[config.mk]
export PLATFORM = sky130hd
export DESIGN_NAME = periodic_timer
export DESIGN_NICKNAME = d
export VERILOG_FILES = /design/src/hdl/ptimer_pkg.sv /design/src/hdl/ahb_regs.sv /design/src/hdl/periodic_timer.sv /design/src/hdl/pin_edge_sync.sv
export SDC_FILE = /design/constraint.sdc
export NUM_CORES = 1
export LEC_CHECK = 0
export ABC_AREA = 1
export BUFFER_PORTS_ARGS = -buffer_cell sky130_fd_sc_hd__buf_2
export CAP_MARGIN = 20
export CORE_MARGIN = 5
export CORE_UTILIZATION = 35
export DETAILED_ROUTE_END_ITERATION = 12
export SLEW_MARGIN = 0
export SYNTH_ARGS = -nofsm -noshare
export SYNTH_HDL_FRONTEND = slang
export SYNTH_SLANG_ARGS = --single-unit
[constraint.sdc]
create_clock -name clk_in -period 2.81 [get_ports clk_in]
set_clock_uncertainty 0.1 [all_clocks]
set_input_delay 0.1405 -clock clk_in [delete_from_list [all_inputs] [get_ports clk_in]]
set_output_delay 0.1405 -clock clk_in [all_outputs]
set_load 0.01 [all_outputs]
[src/hdl/ptimer_pkg.sv]
// constants and carriers for the 10-bit periodic timer, pulse/capture modes
// assumes a single 50 MHz clock domain and an ahb-lite register bus
package ptimer_pkg;
    localparam int CNT_W = 10;
    localparam logic [9:0] CNT_MAX = 10'h3FF;
    localparam logic [9:0] CNT_RESET = 10'h000;
    // byte offsets of the registers
    localparam logic [7:0] CTRL_OFS = 8'h00;
    localparam logic [7:0] CMPA_OFS = 8'h04;
    localparam logic [7:0] PER_OFS = 8'h08;
    localparam logic [7:0] STAT_OFS = 8'h0C;
    localparam logic [7:0] CNT_OFS = 8'h10;
    // control field positions
    localparam int RUN_BIT = 0;
    localparam int MODE_LO_BIT = 1;
    localparam int FUNC_LO_BIT = 3;
    localparam int CAPTS_BIT = 5;
    localparam int CCLR_BIT = 6;
    localparam int OC_BIT = 7;
    localparam int POL_BIT = 8;
    localparam int TRIG_EDGE_BIT = 9;
    // status field positions
    localparam int IRQ_A_BIT = 0;
    localparam int IRQ_P_BIT = 1;
    // control reset value, mode codes and capture edge codes
    localparam logic [9:0] CTRL_RESET = 10'h000;
    localparam logic [1:0] MODE_CAPTURE = 2'b01;
    localparam logic [1:0] MODE_PULSE = 2'b10;
    localparam logic [1:0] EDGE_RISE = 2'b00;
    localparam logic [1:0] EDGE_FALL = 2'b01;
    localparam logic [1:0] EDGE_BOTH = 2'b10;
    localparam logic [1:0] EDGE_NONE = 2'b11;

    typedef struct packed {
        logic trig_rising;  // trigger pin active edge choice
        logic pol_invert;
        logic init_level;
        logic clr_sel;
        logic capt_src;
        logic [1:0] func_sel;
        logic [1:0] mode_sel;
        logic run;
    } ctrl_s;

    typedef struct packed {
        logic rise;
        logic fall;
    } edges_s;
endpackage

[src/hdl/ahb_regs.sv]
// ahb-lite slave front end: latches the address phase, zero-wait access
// assumes a single master, single word transfers, OKAY response always
`timescale 1ns/1ps
module ahb_regs
(
    input wire logic clk_in,
    input wire logic reset_n_in,
    input wire logic hsel_in,
    input wire logic [31:0] haddr_in,
    input wire logic [1:0] htrans_in,
    input wire logic hwrite_in,
    input wire logic hready_in,
    output logic wr_out,
    output logic rd_out,
    output logic [7:0] addr_out
);
    logic pend_wr;
    logic [7:0] pend_addr;
    logic next_pend_wr;
    logic [7:0] next_pend_addr;
    logic take;

    // address phase accepted on nonseq or seq with hready
    assign take = hsel_in & hready_in & htrans_in[1];

    always_comb
    begin
        next_pend_wr = take & hwrite_in;
        next_pend_addr = take ? haddr_in[7:0] : pend_addr;
    end

    always_ff @(posedge clk_in or negedge reset_n_in)
    begin
        if (!reset_n_in)
        begin
            pend_wr <= 1'b0;
            pend_addr <= 8'h00;
        end
        else
        begin
            pend_wr <= next_pend_wr;
            pend_addr <= next_pend_addr;
        end
    end

    // reads decode straight off the address phase for zero wait
    assign wr_out = pend_wr;
    assign rd_out = take & ~hwrite_in;
    assign addr_out = wr_out ? pend_addr : haddr_in[7:0];
endmodule

[src/hdl/periodic_timer.sv]
// 10-bit periodic timer: single pulse output and capture input modes
// assumes one 50 MHz clock, asynchronous pins, ahb-lite register access
//
// The AHB-Lite register port and the address map were decided locally.
`timescale 1ns/1ps

// What this block does
// - counter runs up to 3FF then wraps when period does not limit
// - pulse leading edge on low-to-high of counter_run, software writable
// - trigger pin active edge sets counter_run in single pulse mode
// - counter_run high starts counting and raises the output pulse
// - clearing counter_run ends the pulse
// - compare a match clears counter_run, ending the pulse
// - compare a match in single pulse raises the interrupt request
// - single pulse counter zeroes on counter_run rising or at the 3FF wrap, never on period match
// - period and clear source select unused in single pulse mode
// - capture source is capture pin or trigger pin by select bit
// - pin function picks rising, falling or both capture edges
// - pin function 11 disables capture, counter keeps running
// - capture mode counter starts on software counter_run rising
// - active edge copies counter into compare a and raises interrupt
// - capture counter free-runs until counter_run falls
// - period match resets counter and raises interrupt in capture mode
// - period zero lets the counter run to full count
// - capture mode ignores output controls and drives no output
module periodic_timer
    import ptimer_pkg::*;
(
    input wire logic clk_in,
    input wire logic reset_n_in,
    input wire logic hsel_in,
    input wire logic [31:0] haddr_in,
    input wire logic [1:0] htrans_in,
    input wire logic [2:0] hsize_in,
    input wire logic hwrite_in,
    input wire logic hready_in,
    input wire logic [31:0] hwdata_in,
    output logic [31:0] hrdata_out,
    output logic hreadyout_out,
    output logic hresp_out,
    input wire logic ext_clock_trigger_pin_in,
    input wire logic capture_input_pin_in,
    output logic pulse_out,
    output logic pulse_oe_out,
    output logic periodic_timer_irq_out
);
    import ptimer_pkg::*;

    ctrl_s ctrl;
    ctrl_s next_ctrl;
    logic [9:0] counter;
    logic [9:0] next_counter;
    logic [9:0] compare_a_value;
    logic [9:0] next_compare_a_value;
    logic [9:0] period_value;
    logic [9:0] next_period_value;
    logic run_prev;
    logic pulse;
    logic next_pulse;
    logic irq_a;
    logic irq_p;
    logic next_irq_a;
    logic next_irq_p;
    logic irq_pulse;
    logic [31:0] rdata;
    logic [31:0] next_rdata;
    logic wr;
    logic rd;
    logic [7:0] addr;
    edges_s trig_edges;
    edges_s cap_edges;
    edges_s src_edges;
    logic pulse_mode;
    logic capture_mode;
    logic run_rise;
    logic match_a;
    logic match_p;
    logic cap_hit;
    logic trig_hit;

    pin_edge_sync u_trig_sync
    (
        .clk_in(clk_in),
        .reset_n_in(reset_n_in),
        .pin_in(ext_clock_trigger_pin_in),
        .edges_out(trig_edges),
        .level_out()
    );

    pin_edge_sync u_cap_sync
    (
        .clk_in(clk_in),
        .reset_n_in(reset_n_in),
        .pin_in(capture_input_pin_in),
        .edges_out(cap_edges),
        .level_out()
    );

    ahb_regs u_bus
    (
        .clk_in(clk_in),
        .reset_n_in(reset_n_in),
        .hsel_in(hsel_in),
        .haddr_in(haddr_in),
        .htrans_in(htrans_in),
        .hwrite_in(hwrite_in),
        .hready_in(hready_in),
        .wr_out(wr),
        .rd_out(rd),
        .addr_out(addr)
    );

    // mode decode and event detection
    assign pulse_mode = (ctrl.mode_sel == MODE_PULSE);
    assign capture_mode = (ctrl.mode_sel == MODE_CAPTURE);
    assign run_rise = ctrl.run & ~run_prev;
    assign match_a = ctrl.run & (counter == compare_a_value);
    // period zero falls through to a wrap at the top count
    assign match_p = ctrl.run & (period_value != CNT_RESET)
        & (counter == period_value);
    assign src_edges = ctrl.capt_src ? trig_edges : cap_edges;
    assign trig_hit = ctrl.trig_rising ? trig_edges.rise : trig_edges.fall;

    // capture edge choice, 11 means none
    always_comb
    begin
        case (ctrl.func_sel)
            EDGE_RISE: cap_hit = src_edges.rise;
            EDGE_FALL: cap_hit = src_edges.fall;
            EDGE_BOTH: cap_hit = src_edges.rise | src_edges.fall;
            EDGE_NONE: cap_hit = 1'b0;
            default: cap_hit = 1'b0;
        endcase
        cap_hit = cap_hit & capture_mode & ctrl.run;
    end

    // control register: bus writes, trigger set, compare a clear
    always_comb
    begin
        next_ctrl = ctrl;
        if (wr && addr == CTRL_OFS)
        begin
            next_ctrl = ctrl_s'(hwdata_in[9:0]);
        end
        if (pulse_mode && match_a)
        begin
            next_ctrl.run = 1'b0;
        end
        // a trigger edge in the same cycle wins over any clear
        if (pulse_mode && trig_hit)
        begin
            next_ctrl.run = 1'b1;
        end
    end

    // counter: zero on run rising, step while running, hold when stopped
    always_comb
    begin
        next_counter = counter;
        if (run_rise)
        begin
            next_counter = CNT_RESET;
        end
        else if (ctrl.run)
        begin
            if (capture_mode && match_p)
            begin
                next_counter = CNT_RESET;
            end
            else if (counter == CNT_MAX)
            begin
                next_counter = CNT_RESET;
            end
            else
            begin
                next_counter = 10'(counter + 10'h001);
            end
        end
    end

    // compare a: software writes, capture overwrites
    always_comb
    begin
        next_compare_a_value = compare_a_value;
        next_period_value = period_value;
        if (wr && addr == CMPA_OFS)
        begin
            next_compare_a_value = hwdata_in[9:0];
        end
        if (wr && addr == PER_OFS)
        begin
            next_period_value = hwdata_in[9:0];
        end
        if (cap_hit)
        begin
            next_compare_a_value = counter;
        end
    end

    // output pulse follows the new run and mode, so it rises with run
    always_comb
    begin
        next_pulse = (next_ctrl.mode_sel == MODE_PULSE) & next_ctrl.run;
    end

    // sticky flags: write one to clear, set wins over clear
    assign irq_pulse = (pulse_mode & match_a) | cap_hit;
    always_comb
    begin
        next_irq_a = irq_a;
        next_irq_p = irq_p;
        if (wr && addr == STAT_OFS)
        begin
            next_irq_a = irq_a & ~hwdata_in[IRQ_A_BIT];
            next_irq_p = irq_p & ~hwdata_in[IRQ_P_BIT];
        end
        if (irq_pulse)
        begin
            next_irq_a = 1'b1;
        end
        if (capture_mode && match_p)
        begin
            next_irq_p = 1'b1;
        end
    end

    // read mux off the address phase, unmapped reads as zero
    always_comb
    begin
        next_rdata = rdata;
        if (rd)
        begin
            case (haddr_in[7:0])
                CTRL_OFS: next_rdata = {22'h00_0000, ctrl};
                CMPA_OFS: next_rdata = {22'h00_0000, compare_a_value};
                PER_OFS: next_rdata = {22'h00_0000, period_value};
                STAT_OFS: next_rdata = {30'h0000_0000, irq_p, irq_a};
                CNT_OFS: next_rdata = {22'h00_0000, counter};
                default: next_rdata = 32'h0000_0000;
            endcase
        end
    end

    always_ff @(posedge clk_in or negedge reset_n_in)
    begin
        if (!reset_n_in)
        begin
            ctrl <= ctrl_s'(CTRL_RESET);
            counter <= CNT_RESET;
            compare_a_value <= CNT_RESET;
            period_value <= CNT_RESET;
            run_prev <= 1'b0;
            pulse <= 1'b0;
            irq_a <= 1'b0;
            irq_p <= 1'b0;
            rdata <= 32'h0000_0000;
        end
        else
        begin
            ctrl <= next_ctrl;
            counter <= next_counter;
            compare_a_value <= next_compare_a_value;
            period_value <= next_period_value;
            run_prev <= ctrl.run;
            pulse <= next_pulse;
            irq_a <= next_irq_a;
            irq_p <= next_irq_p;
            rdata <= next_rdata;
        end
    end

    // outputs
    assign hrdata_out = rdata;
    assign hreadyout_out = 1'b1;
    assign hresp_out = 1'b0;
    assign pulse_out = pulse;
    assign pulse_oe_out = pulse_mode;
    assign periodic_timer_irq_out = irq_a | irq_p;

    // checks
    property p_match_ends_run;
        @(posedge clk_in) disable iff (!reset_n_in)
        (pulse_mode && match_a && !trig_hit) |=> !ctrl.run;
    endproperty
    a_match_ends_run: assert property (p_match_ends_run)
        else $error("compare a match did not clear run");

    property p_trig_sets_run;
        @(posedge clk_in) disable iff (!reset_n_in)
        (pulse_mode && trig_hit) |=> ctrl.run;
    endproperty
    a_trig_sets_run: assert property (p_trig_sets_run)
        else $error("trigger edge did not set run");

    property p_rise_zeroes;
        @(posedge clk_in) disable iff (!reset_n_in)
        run_rise |=> counter == CNT_RESET;
    endproperty
    a_rise_zeroes: assert property (p_rise_zeroes)
        else $error("counter not zero after run rise");

    property p_step;
        @(posedge clk_in) disable iff (!reset_n_in)
        (ctrl.run && !run_rise && !match_p && counter != CNT_MAX)
        |=> counter == $past(counter) + 10'h001;
    endproperty
    a_step: assert property (p_step)
        else $error("counter did not advance");

    property p_hold;
        @(posedge clk_in) disable iff (!reset_n_in)
        (!ctrl.run && !run_prev) |=> $stable(counter);
    endproperty
    a_hold: assert property (p_hold)
        else $error("counter moved while stopped");

    property p_capture;
        @(posedge clk_in) disable iff (!reset_n_in)
        cap_hit |=> compare_a_value == $past(counter) && irq_a;
    endproperty
    a_capture: assert property (p_capture)
        else $error("capture did not latch counter");

    property p_period;
        @(posedge clk_in) disable iff (!reset_n_in)
        (capture_mode && match_p && !run_rise) |=> counter == 10'h000 && irq_p;
    endproperty
    a_period: assert property (p_period)
        else $error("period match did not reset counter");

    property p_no_out;
        @(posedge clk_in) disable iff (!reset_n_in)
        capture_mode |-> !pulse_oe_out && !pulse_out;
    endproperty
    a_no_out: assert property (p_no_out)
        else $error("output driven in capture mode");

    property p_edge_none;
        @(posedge clk_in) disable iff (!reset_n_in)
        (ctrl.func_sel == EDGE_NONE) |-> !cap_hit;
    endproperty
    a_edge_none: assert property (p_edge_none)
        else $error("capture with edges disabled");
endmodule

[src/hdl/pin_edge_sync.sv]
// two-stage synchroniser with rise/fall detection for one pin
// assumes the pin is asynchronous to clk_in
`timescale 1ns/1ps
module pin_edge_sync
    import ptimer_pkg::*;
(
    input wire logic clk_in,
    input wire logic reset_n_in,
    input wire logic pin_in,
    output ptimer_pkg::edges_s edges_out,
    output logic level_out
);
    logic meta;
    logic sync;
    logic prev;

    // first stage feeds only the second
    always_ff @(posedge clk_in or negedge reset_n_in)
    begin
        if (!reset_n_in)
        begin
            meta <= 1'b0;
            sync <= 1'b0;
            prev <= 1'b0;
        end
        else
        begin
            meta <= pin_in;
            sync <= meta;
            prev <= sync;
        end
    end

    // edges from the settled stages
    always_comb
    begin
        edges_out.rise = sync & ~prev;
        edges_out.fall = ~sync & prev;
    end
    assign level_out = sync;
endmodule

==> qor.txt, run 1 <==
synth top area cells: dfrtp_1, nand2_1, nand3_1, buf_4, inv_1
mux cell area share after synthesis: 0.272%
Worst-Margin Slew: 0.783 ns
sequential area share after synthesis: 41.7%
Worst Setup End Kind: flop
CP Data Required Time: 2.93 ns
TritonCTS clock tree: done
Reg power frac: 40.8%
total wire length: 10.8 mm
Post-DP Area: 4350 um2
final clock period utilization by the worst path: 75.2%
status: finished clean
# Post-CTS Setup Buffers: 0
fin nets: 662
Final Critical Period: 2.11 ns
switching pwr: 1.16 mW
Max IR drop VDD: 0.000275 V
FF+latch count, synth: 69
Avg Synthesized Cell Area: 7.58 um2
sw frac: 34.1%
kind of cell adding the most delay to the critical path: simple AND/OR/NAND/NOR gates
Die Area: 14,100 um2
DRC: 0
Clock Tree Root: clkbuf_16
Layout area overhead: 14.0%
worst-path cell chain: inv_2, nor3_2, nand3_1, nor2_1, nand2_1, nand4_1, nand2_1
post-route design area: 4730 um2
arrival time of the worst setup path: 2.23 ns
I/O pins: 113
# diodes: 0
die height: 119 um
vias in the first global route: 3,387
crit start category: flop
DRT iter0 DRCs: 366
FILL cells: 1,199
ANT nets after route: 0
Reg clk slew, reported paths: 0.06 ns
Max Cap Violations: 0
most used cell along the critical path: nand2_1
final std cells w/o fill: 733
CTS H-Tree Depth: 3
worst-skew pair later-pin latency: 0.34 ns
total CTS buffers: 9
Slew headroom: 47.7%
worst-case clock buffer depth: 2
Comb pwr share: 22.8%
Post-Synth Simple-Gate Area: 32.9%
Placed Cells: 712
YS warnings: 0
gr usage total: 15.7%
vias: 3,582
post-route setup TNS: 0 ns
FMAX: 474 MHz
initial core utilization: 36.0%
Post-Synth XOR/XNOR Area: 3.59%
TritonRoute pass-1 iters: 5
main flop type after synthesis: dfrtp_1
die width: 119 um
Async SR Flop Fraction: 100%
Slew Limit Fails: 0
share of post-route cells with drive strength above 1: 17.5%
P_int: 2.25 mW
top-count cell post-synth: nand2_1
Crit path buffers/inverters: 1
pwr dens: 722 nW/um2
total power: 3.41 mW
Worst Path Max Fanout: 12
final worst hold slack: 0.00418 ns
Post-synth EDFFs: 0
top-area cell type share of the netlist area: 41.7%
Leak Pwr: 2.42 nW
Avg WL per Cell: 14.7 um
Clk network pwr share: 36.4%
Synth Area in Compound Gates: 8.51%
final hold vios: 0
Sink Count: 69
main combinational cell family by area after synthesis: simple AND/OR/NAND/NOR gates
unrepaired setup endpoints after global routing: false
library cells used by synthesis: 34
CP peak stage delay: 0.52 ns
Post-Synthesis Cells: 547
first-pass GRT wire length: 17.7 mm
gr ovfl total: 0
post-DP HPWL: 8.09 mm
Hold Path Class: in -> reg
# rows: 39
Adder-Cell Fraction of Synth Area: 0.302%
Synth top cells by count: nand2_1, dfrtp_1, nand3_1
cell type with the largest total area after synthesis: dfrtp_1
largest net degree at the start of global routing: 37
I/O Buffers: 38
Core Area: 11,500 um2
final setup fails: 0
Slowest cell on crit path: dfrtp_1
GP Congestion: 0.984
vias per cell: 4.89
Post-Syn Area: 4140 um2
critical path type: reg -> reg
initial antenna violation count: 0
[worst reg2reg max path, stage by stage, from the launching register on]
cell     delay (ns)
dfrtp_1        0.52
inv_2          0.20
nor3_2         0.40
nand3_1        0.13
nor2_1         0.14
nand2_1        0.27
nand4_1        0.17
nand2_1        0.06
[placed cells by master (no fill, tap or decap), drive strengths merged]
| cell | netlist | layout |
|---|---|---|
| inv | 59 | 61 |
| clkinv | 1 | 2 |
| dfrtp | 69 | 69 |
| nand2 | 170 | 170 |
| clkinvlp | 0 | 1 |
| xnor2 | 6 | 6 |
| ha | 1 | 1 |
| buf | 38 | 43 |
| dlygate4sd3 | 0 | 5 |
| conb | 2 | 24 |
| nand3b | 2 | 2 |
| o21ai | 59 | 59 |
| nor3 | 9 | 9 |
| xor2 | 11 | 11 |
| bufinv | 0 | 2 |
| nand4 | 17 | 17 |
| a21oi | 4 | 4 |
| mux2 | 1 | 1 |
| clkbuf | 5 | 10 |
| nand3 | 57 | 57 |
| or2 | 1 | 1 |
| nor2 | 35 | 35 |
[kinds of logic (layout without fill, tap and decap cells)]
group | count (synthesis) | count (layout)
xor+xnor | 17 | 17
buf+inv | 103 | 124
fa+ha+maj | 1 | 1
simple gates | 291 | 291
mux | 1 | 1
flops | 69 | 69
compound gates | 63 | 63
other cells | 2 | 24
[path summary, 6_finish.rpt]
path / from / endpoint / slack, ns / cells past startpoint
worst min register to register: u_trig_sync.meta$_DFF_PN0_ / u_trig_sync.level_out$_DFF_PN0_ / 0.25 / 0
min in group asynchronous: reset_n_in / u_bus.pend_addr[2]$_DFFE_PN0P_ / 0.33 / 2
max in group asynchronous: reset_n_in / compare_a_value[4]$_DFFE_PN0P_ / 1.62 / 3
worst max register to register: ctrl[0]$_DFF_PN0_ / counter[7]$_DFFE_PN0P_ / 0.70 / 7
worst max-delay path: ctrl[0]$_DFF_PN0_ / counter[7]$_DFFE_PN0P_ / 0.70 / 7
worst min-delay path: haddr_in[0] / u_bus.pend_addr[0]$_DFFE_PN0P_ / 0.004 / 3
[repair_timing]
action / CTS / global route
hold buffers: 5 / 0
resized for setup: 0 / 0
setup endpoints to repair: 0 / 0
endpoints found under the hold margin: 37 / 0
[layout make-up]
class | count | area, um2 | share of cell area (%)
Sequential cell | 69 | 1730 | 36.5
Multi-Input combinational cell | 397 | 1980 | 41.9
Timing Repair Buffer | 48 | 290 | 6.14
Clock inverter | 6 | 93.8 | 1.99
Tap cell | 143 | 179 | 3.79
Clock buffer | 10 | 229 | 4.85
Inverter | 60 | 228 | 4.82
[power groups by stage]
| stage | logic (mW) | clock network, mW | registers (mW) |
|---|---|---|---|
| 2_1_floorplan | 0.686 | 0 | 1.29 |
| 3_3_place_gp | 0.756 | 0 | 1.40 |
| 3_5_place_dp | 0.770 | 0 | 1.41 |
| 4_1_cts | 0.780 | 1.26 | 1.39 |
| 5_1_grt | 0.903 | 1.31 | 1.42 |
| 6_report | 0.777 | 1.24 | 1.39 |
[sequential cells by signal, indices dropped and copies added (netlist names), 8 cells and up]
register / count
hrdata_out: 10
ctrl: 10
compare_a_value: 10
counter: 10
u_bus.pend_addr: 8
period_value: 10
[stage by stage]
| step | utilization (%) | setup slack (ns) |
|---|---|---|
| 6_report | 41.0 | 0.698 |
| 5_1_grt | 41.0 | 0.511 |
| 3_5_place_dp | 37.8 | 0.729 |
| 4_1_cts | 41.0 | 0.707 |
| 3_3_place_gp | 37.8 | 0.735 |
| 2_1_floorplan | - | 1.33 |
[routing by layer]
metal  track usage, %  vias to the layer above  wire (um)
met3             3.27                       12        700
met4             5.43                        0        158
met2             25.1                      129       5030
li1                 -                     1781          -
met5                0                        -          0
met1             21.3                     1660       4910
Power figures use the tool's default switching activity.
==> run 2, diff against run 1 <==
==> constraint.sdc (replaced) <==
create_clock -name clk_in -period 2.2 [get_ports clk_in]
set_clock_uncertainty 0.1 [all_clocks]
set_input_delay 0.11 -clock clk_in [delete_from_list [all_inputs] [get_ports clk_in]]
set_output_delay 0.11 -clock clk_in [all_outputs]
set_load 0.01 [all_outputs]
==> qor.txt, run 2 (synthesis results as in run 1) <==
status: finished clean
worst-case clock buffer depth: 2 (unchanged)
Leak Pwr: 2.51 nW (+3.7%)
Global Route met3 Usage: 4.17% (+0.90 points)
ANT nets after route: 0 (unchanged)
Layout area overhead: 18.5%
Worst-Margin Slew: 0.628 ns (-0.155 ns)
I/O pins: 113 (unchanged)
largest net degree at the start of global routing: 31 (-16%)
GP Congestion: 0.933 (-5.2%)
Worst Setup End Kind: flop
Hold Path Class: in -> reg
total wire length: 11.4 mm (+5.5%)
vias in the first global route: 3,631 (+7.2%)
Max IR drop VDD: 0.000366 V (+33%)
initial core utilization: 36.0% (unchanged)
final clock period utilization by the worst path: 86.0%
Avg WL per Cell: 15.1 um (+2.4%)
final hold vios: 0 (unchanged)
gr ovfl total: 0 (unchanged)
CTS H-Tree Depth: 3 (unchanged)
arrival time of the worst setup path: 2.07 ns (-0.16 ns)
I/O Buffers: 38 (unchanged)
GR Util met1: 21.7% (+0.40 points)
die height: 119 um (unchanged)
pwr dens: 884 nW/um2 (+22%)
Slew headroom: 58.1% (+10 points)
TritonCTS clock tree: done
# diodes: 0 (unchanged)
most frequent cells in the layout: nand2_1, dfrtp_1, nand3_1, inv_1, buf_2
Sink Count: 69 (unchanged)
Slew Limit Fails: 0 (unchanged)
die width: 119 um (unchanged)
vias per cell: 4.90 (+0.37%)
total CTS buffers: 9 (unchanged)
met2 Usage GRT: 27.4% (+2.3 points)
initial antenna violation count: 0 (unchanged)
CP Data Required Time: 2.37 ns (-0.56 ns)
Reg clk slew, reported paths: 0.06 ns (about the same)
share of post-route cells with drive strength above 1: 18.5% (+1.0 points)
most common cell after layout, fill and taps aside: nand2_1
Die Area: 14,100 um2 (unchanged)
Final Critical Period: 1.89 ns
final setup fails: 0 (unchanged)
fin nets: 684 (+3.3%)
# rows: 39 (unchanged)
Core Area: 11,500 um2 (unchanged)
busiest layer in global routing: met2
critical path type: in -> reg
post-route setup TNS: 0 ns (unchanged)
Worst Path Max Fanout: 12 (unchanged)
Placed Cells: 721 (+1.3%)
FMAX: 528 MHz
Max Cap Violations: 0 (unchanged)
gr usage total: 16.7% (+1.0 points)
Clock Tree Root: clkbuf_16
DRT iter0 DRCs: 333 (-9.0%)
crit start category: input port
vias: 3,703 (+3.4%)
worst-skew pair later-pin latency: 0.34 ns (about the same)
unrepaired setup endpoints after global routing: false
first-pass GRT wire length: 18.8 mm (+5.8%)
# Post-CTS Setup Buffers: 0 (unchanged)
final std cells w/o fill: 755 (+3.0%)
TritonRoute pass-1 iters: 5 (unchanged)
post-DP HPWL: 8.48 mm (+4.9%)
DRC: 0 (unchanged)
run 2: path summary, 6_finish.rpt:
| kind | startpoint | end | slack, ns | cells after the start |
|---|---|---|---|---|
| setup reg to reg | u_bus.wr_out$_DFF_PN0_ | compare_a_value[1]$_DFFE_PN0P_ | 0.32 | 8 |
| hold / removal | haddr_in[6] | u_bus.pend_addr[6]$_DFFE_PN0P_ | 0.008 | 2 |
| max in group asynchronous | reset_n_in | compare_a_value[4]$_DFFE_PN0P_ | 1.11 | 3 |
| min in group asynchronous | reset_n_in | u_bus.pend_addr[4]$_DFFE_PN0P_ | 0.23 | 2 |
| setup / recovery | haddr_in[7] | compare_a_value[1]$_DFFE_PN0P_ | 0.31 | 9 |
| hold reg to reg | u_trig_sync.meta$_DFF_PN0_ | u_trig_sync.level_out$_DFF_PN0_ | 0.25 | 0 |
run 2: critical path: stages:
cell	delay (ns)
dlygate4sd3_1	0.53
buf_2	0.16
nor2_4	0.13
nand4_2	0.09
nand2_2	0.17
nand3_2	0.33
o21ai_0	0.39
nand2_1	0.10
nand2_1	0.07
run 2: repair_timing:
| action | CTS | global route |
|---|---|---|
| resized for setup | 0 | 0 |
| endpoints found under the hold margin | 47 | 0 |
| hold buffers | 18 | 0 |
run 2: routing by layer:
| metal | vias to the layer above | part of all wire, % | routed length [um] |
|---|---|---|---|
| met3 | 16 | 7.0 | 801 |
| met1 | 1737 | 44 | 4970 |
| met4 | 0 | 2.0 | 229 |
| met5 | - | 0 | 0 |
| li1 | 1817 | - | - |
| met2 | 133 | 47 | 5390 |
run 2: layout make-up:
class	count	area, um2
fillers	1194	6610
multi-input cells	397	1980
flip-flops and latches	69	1730
repair buffers	70	488
clock buffers	10	239
inverters	60	228
well taps	143	179
clock inverters	6	71.3
run 2: power breakdown:
group | internal (mW) | leakage (nW) | switching (mW)
Sequential | 1.48 | 0.873 | 0.293
Clock | 0.916 | 0.145 | 0.585
Combinational | 0.433 | 1.49 | 0.639
run 2: metrics by stage:
stage | hold slack, ns | cell area [um2] | power (mW) | util, % | setup WS (ns)
floorplan | -0.286 | 4230 | 2.53 | - | 0.722
global placement | 0.0558 | 4420 | 2.80 | 38.4 | 0.340
detailed placement | 0.0625 | 4420 | 2.82 | 38.4 | 0.316
CTS | 0.00968 | 4910 | 4.36 | 42.6 | 0.303
global route | 0.0197 | 4910 | 4.62 | 42.6 | 0.173
finish | 0.00819 | 4910 | 4.34 | 42.6 | 0.307
==> run 3, diff against run 2 <==
==> constraint.sdc (replaced) <==
create_clock -name clk_in -period 2.3 [get_ports clk_in]
set_clock_uncertainty 0.1 [all_clocks]
set_input_delay 0.115 -clock clk_in [delete_from_list [all_inputs] [get_ports clk_in]]
set_output_delay 0.115 -clock clk_in [all_outputs]
set_load 0.01 [all_outputs]
==> qor.txt, run 3 (synthesis results as in run 1) <==
Core Area: 11,500 um2 (unchanged)
worst-case clock buffer depth: 2 (unchanged)
status: complete, but fails checks
vias: 3,629 (-2.0%)
unrepaired setup endpoints after global routing: false
first-pass GRT wire length: 18.1 mm (-3.3%)
DRC: 0 (unchanged)
CP Data Required Time: 2.42 ns (+0.05 ns)
final setup fails: 0 (unchanged)
post-DP HPWL: 8.17 mm (-3.7%)
crit start category: flop
die width: 119 um (unchanged)
final core utilization: 41.9% (-0.79 points)
Worst Path Max Fanout: 11 (-1)
die height: 119 um (unchanged)
Clock Tree Root: clkbuf_16
final worst hold slack: -0.00658 ns (-0.0148 ns)
GP Congestion: 0.968 (+3.8%)
Sink Count: 69 (unchanged)
cell depth of the worst setup path: 9 (unchanged)
TritonRoute pass-1 iters: 5 (unchanged)
worst-path cell chain: inv_2, nand2_1, nand2_1, nor2_1, nand2_1, nor2_1, nand2_1, nand4_1, nand2_1
R2R depth: 9 (+1)
I/O Buffers: 38 (unchanged)
Leak Pwr: 2.47 nW (-1.7%)
worst-skew pair later-pin latency: 0.33 ns (about the same)
# rows: 39 (unchanged)
ANT nets after route: 0 (unchanged)
CP peak stage delay: 0.58 ns (+0.05 ns)
Final Critical Period: 1.88 ns
I/O pins: 113 (unchanged)
Avg WL per Cell: 14.5 um (-3.9%)
total wire length: 10.8 mm (-4.9%)
Max IR drop VDD: 0.000369 V (+0.71%)
fin nets: 676 (-1.2%)
critical path type: reg -> reg
Slowest cell on crit path: dfrtp_1
vias in the first global route: 3,579 (-1.4%)
initial antenna violation count: 0 (unchanged)
Max Cap Violations: 0 (unchanged)
Die Area: 14,100 um2 (unchanged)
Worst Setup End Kind: flop
most frequent cells in the layout: nand2_1, dfrtp_1, nand3_1, inv_1, buf_2
gr usage total: 16.0% (-0.73 points)
Crit path buffers/inverters: 1 (-1)
total CTS buffers: 9 (unchanged)
initial core utilization: 36.0% (unchanged)
TritonCTS clock tree: done
most common cell after layout, fill and taps aside: nand2_1
Min-Delay Path Depth: 3 (+1)
Slew headroom: 51.3% (-6.9 points)
final hold vios: 1 (+1)
kind of cell adding the most delay to the critical path: simple AND/OR/NAND/NOR gates
# diodes: 0 (unchanged)
post-route setup TNS: 0 ns (unchanged)
Slew Limit Fails: 0 (unchanged)
Worst-Margin Slew: 0.731 ns (+0.103 ns)
number of cells upsized or downsized after cts: 0 (unchanged)
FMAX: 531 MHz
total power: 4.02 mW (-7.5%)
gr ovfl total: 0 (unchanged)
share of post-route cells with drive strength above 1: 18.2% (-0.25 points)
pwr dens: 834 nW/um2 (-5.7%)
largest net degree at the start of global routing: 41 (+32%)
CTS H-Tree Depth: 3 (unchanged)
failing checks: negative hold slack
arrival time of the worst setup path: 2.00 ns (-0.07 ns)
DRT iter0 DRCs: 251 (-25%)
most used cell along the critical path: nand2_1
Hold Path Class: in -> reg
Post-CTS Hold Fix Bufs: 13 (-5)
Layout area overhead: 16.3%
final clock period utilization by the worst path: 81.9%
vias per cell: 4.86 (-0.95%)
# Post-CTS Setup Buffers: 0 (unchanged)
Reg clk slew, reported paths: 0.06 ns (about the same)
## run 3: worst min-delay path: stages
cell     delay [ns]
buf_2          0.08
inv_1          0.07
o21ai_1        0.13
## run 3: layer usage
layer	track usage [%]	vias up	part of all wire [%]
met5	0	-	0
met4	5.50	0	1.5
met3	3.79	12	5.7
met2	25.9	122	47
met1	21.1	1695	45
li1	-	1800	-
## run 3: where the power goes
group / switching (mW) / total, mW / internal (mW)
clock: 0.572 / 1.35 / 0.778
combinational: 0.580 / 0.973 / 0.394
sequential: 0.283 / 1.69 / 1.41
## run 3: area by class of cell
class                           instances  area [um2]
Timing Repair Buffer                   62         415
Fill cell                            1188        6700
Clock buffer                           10         239
Multi-Input combinational cell        397        1980
Inverter                               60         228
Tap cell                              143         179
Sequential cell                        69        1730
Clock inverter                          6        52.6
## run 3: path summary, 6_finish.rpt
path | startpoint | endpoint | slack [ns]
hold reg to reg | u_trig_sync.meta$_DFF_PN0_ | u_trig_sync.level_out$_DFF_PN0_ | 0.25
max in group asynchronous | reset_n_in | compare_a_value[7]$_DFFE_PN0P_ | 1.16
setup / recovery | counter[0]$_DFFE_PN0P_ | counter[7]$_DFFE_PN0P_ | 0.42
min in group asynchronous | reset_n_in | u_bus.pend_addr[4]$_DFFE_PN0P_ | 0.27
setup reg to reg | counter[0]$_DFFE_PN0P_ | counter[7]$_DFFE_PN0P_ | 0.42
hold / removal | hwdata_in[3] | ctrl[3]$_DFFE_PN0P_ | -0.007
## run 3: stage by stage
stage / area [um2] / instances / setup slack, ns / hold WS (ns)
after global placement: 4400 / 718 / 0.483 / 0.114
after global routing: 4820 / 747 / 0.227 / 0.0167
after detailed placement: 4400 / 718 / 0.439 / 0.114
after CTS: 4820 / 747 / 0.425 / 0.00223
final: 4820 / 747 / 0.415 / -0.00658
after floorplan: 4230 / 569 / 0.822 / -0.281
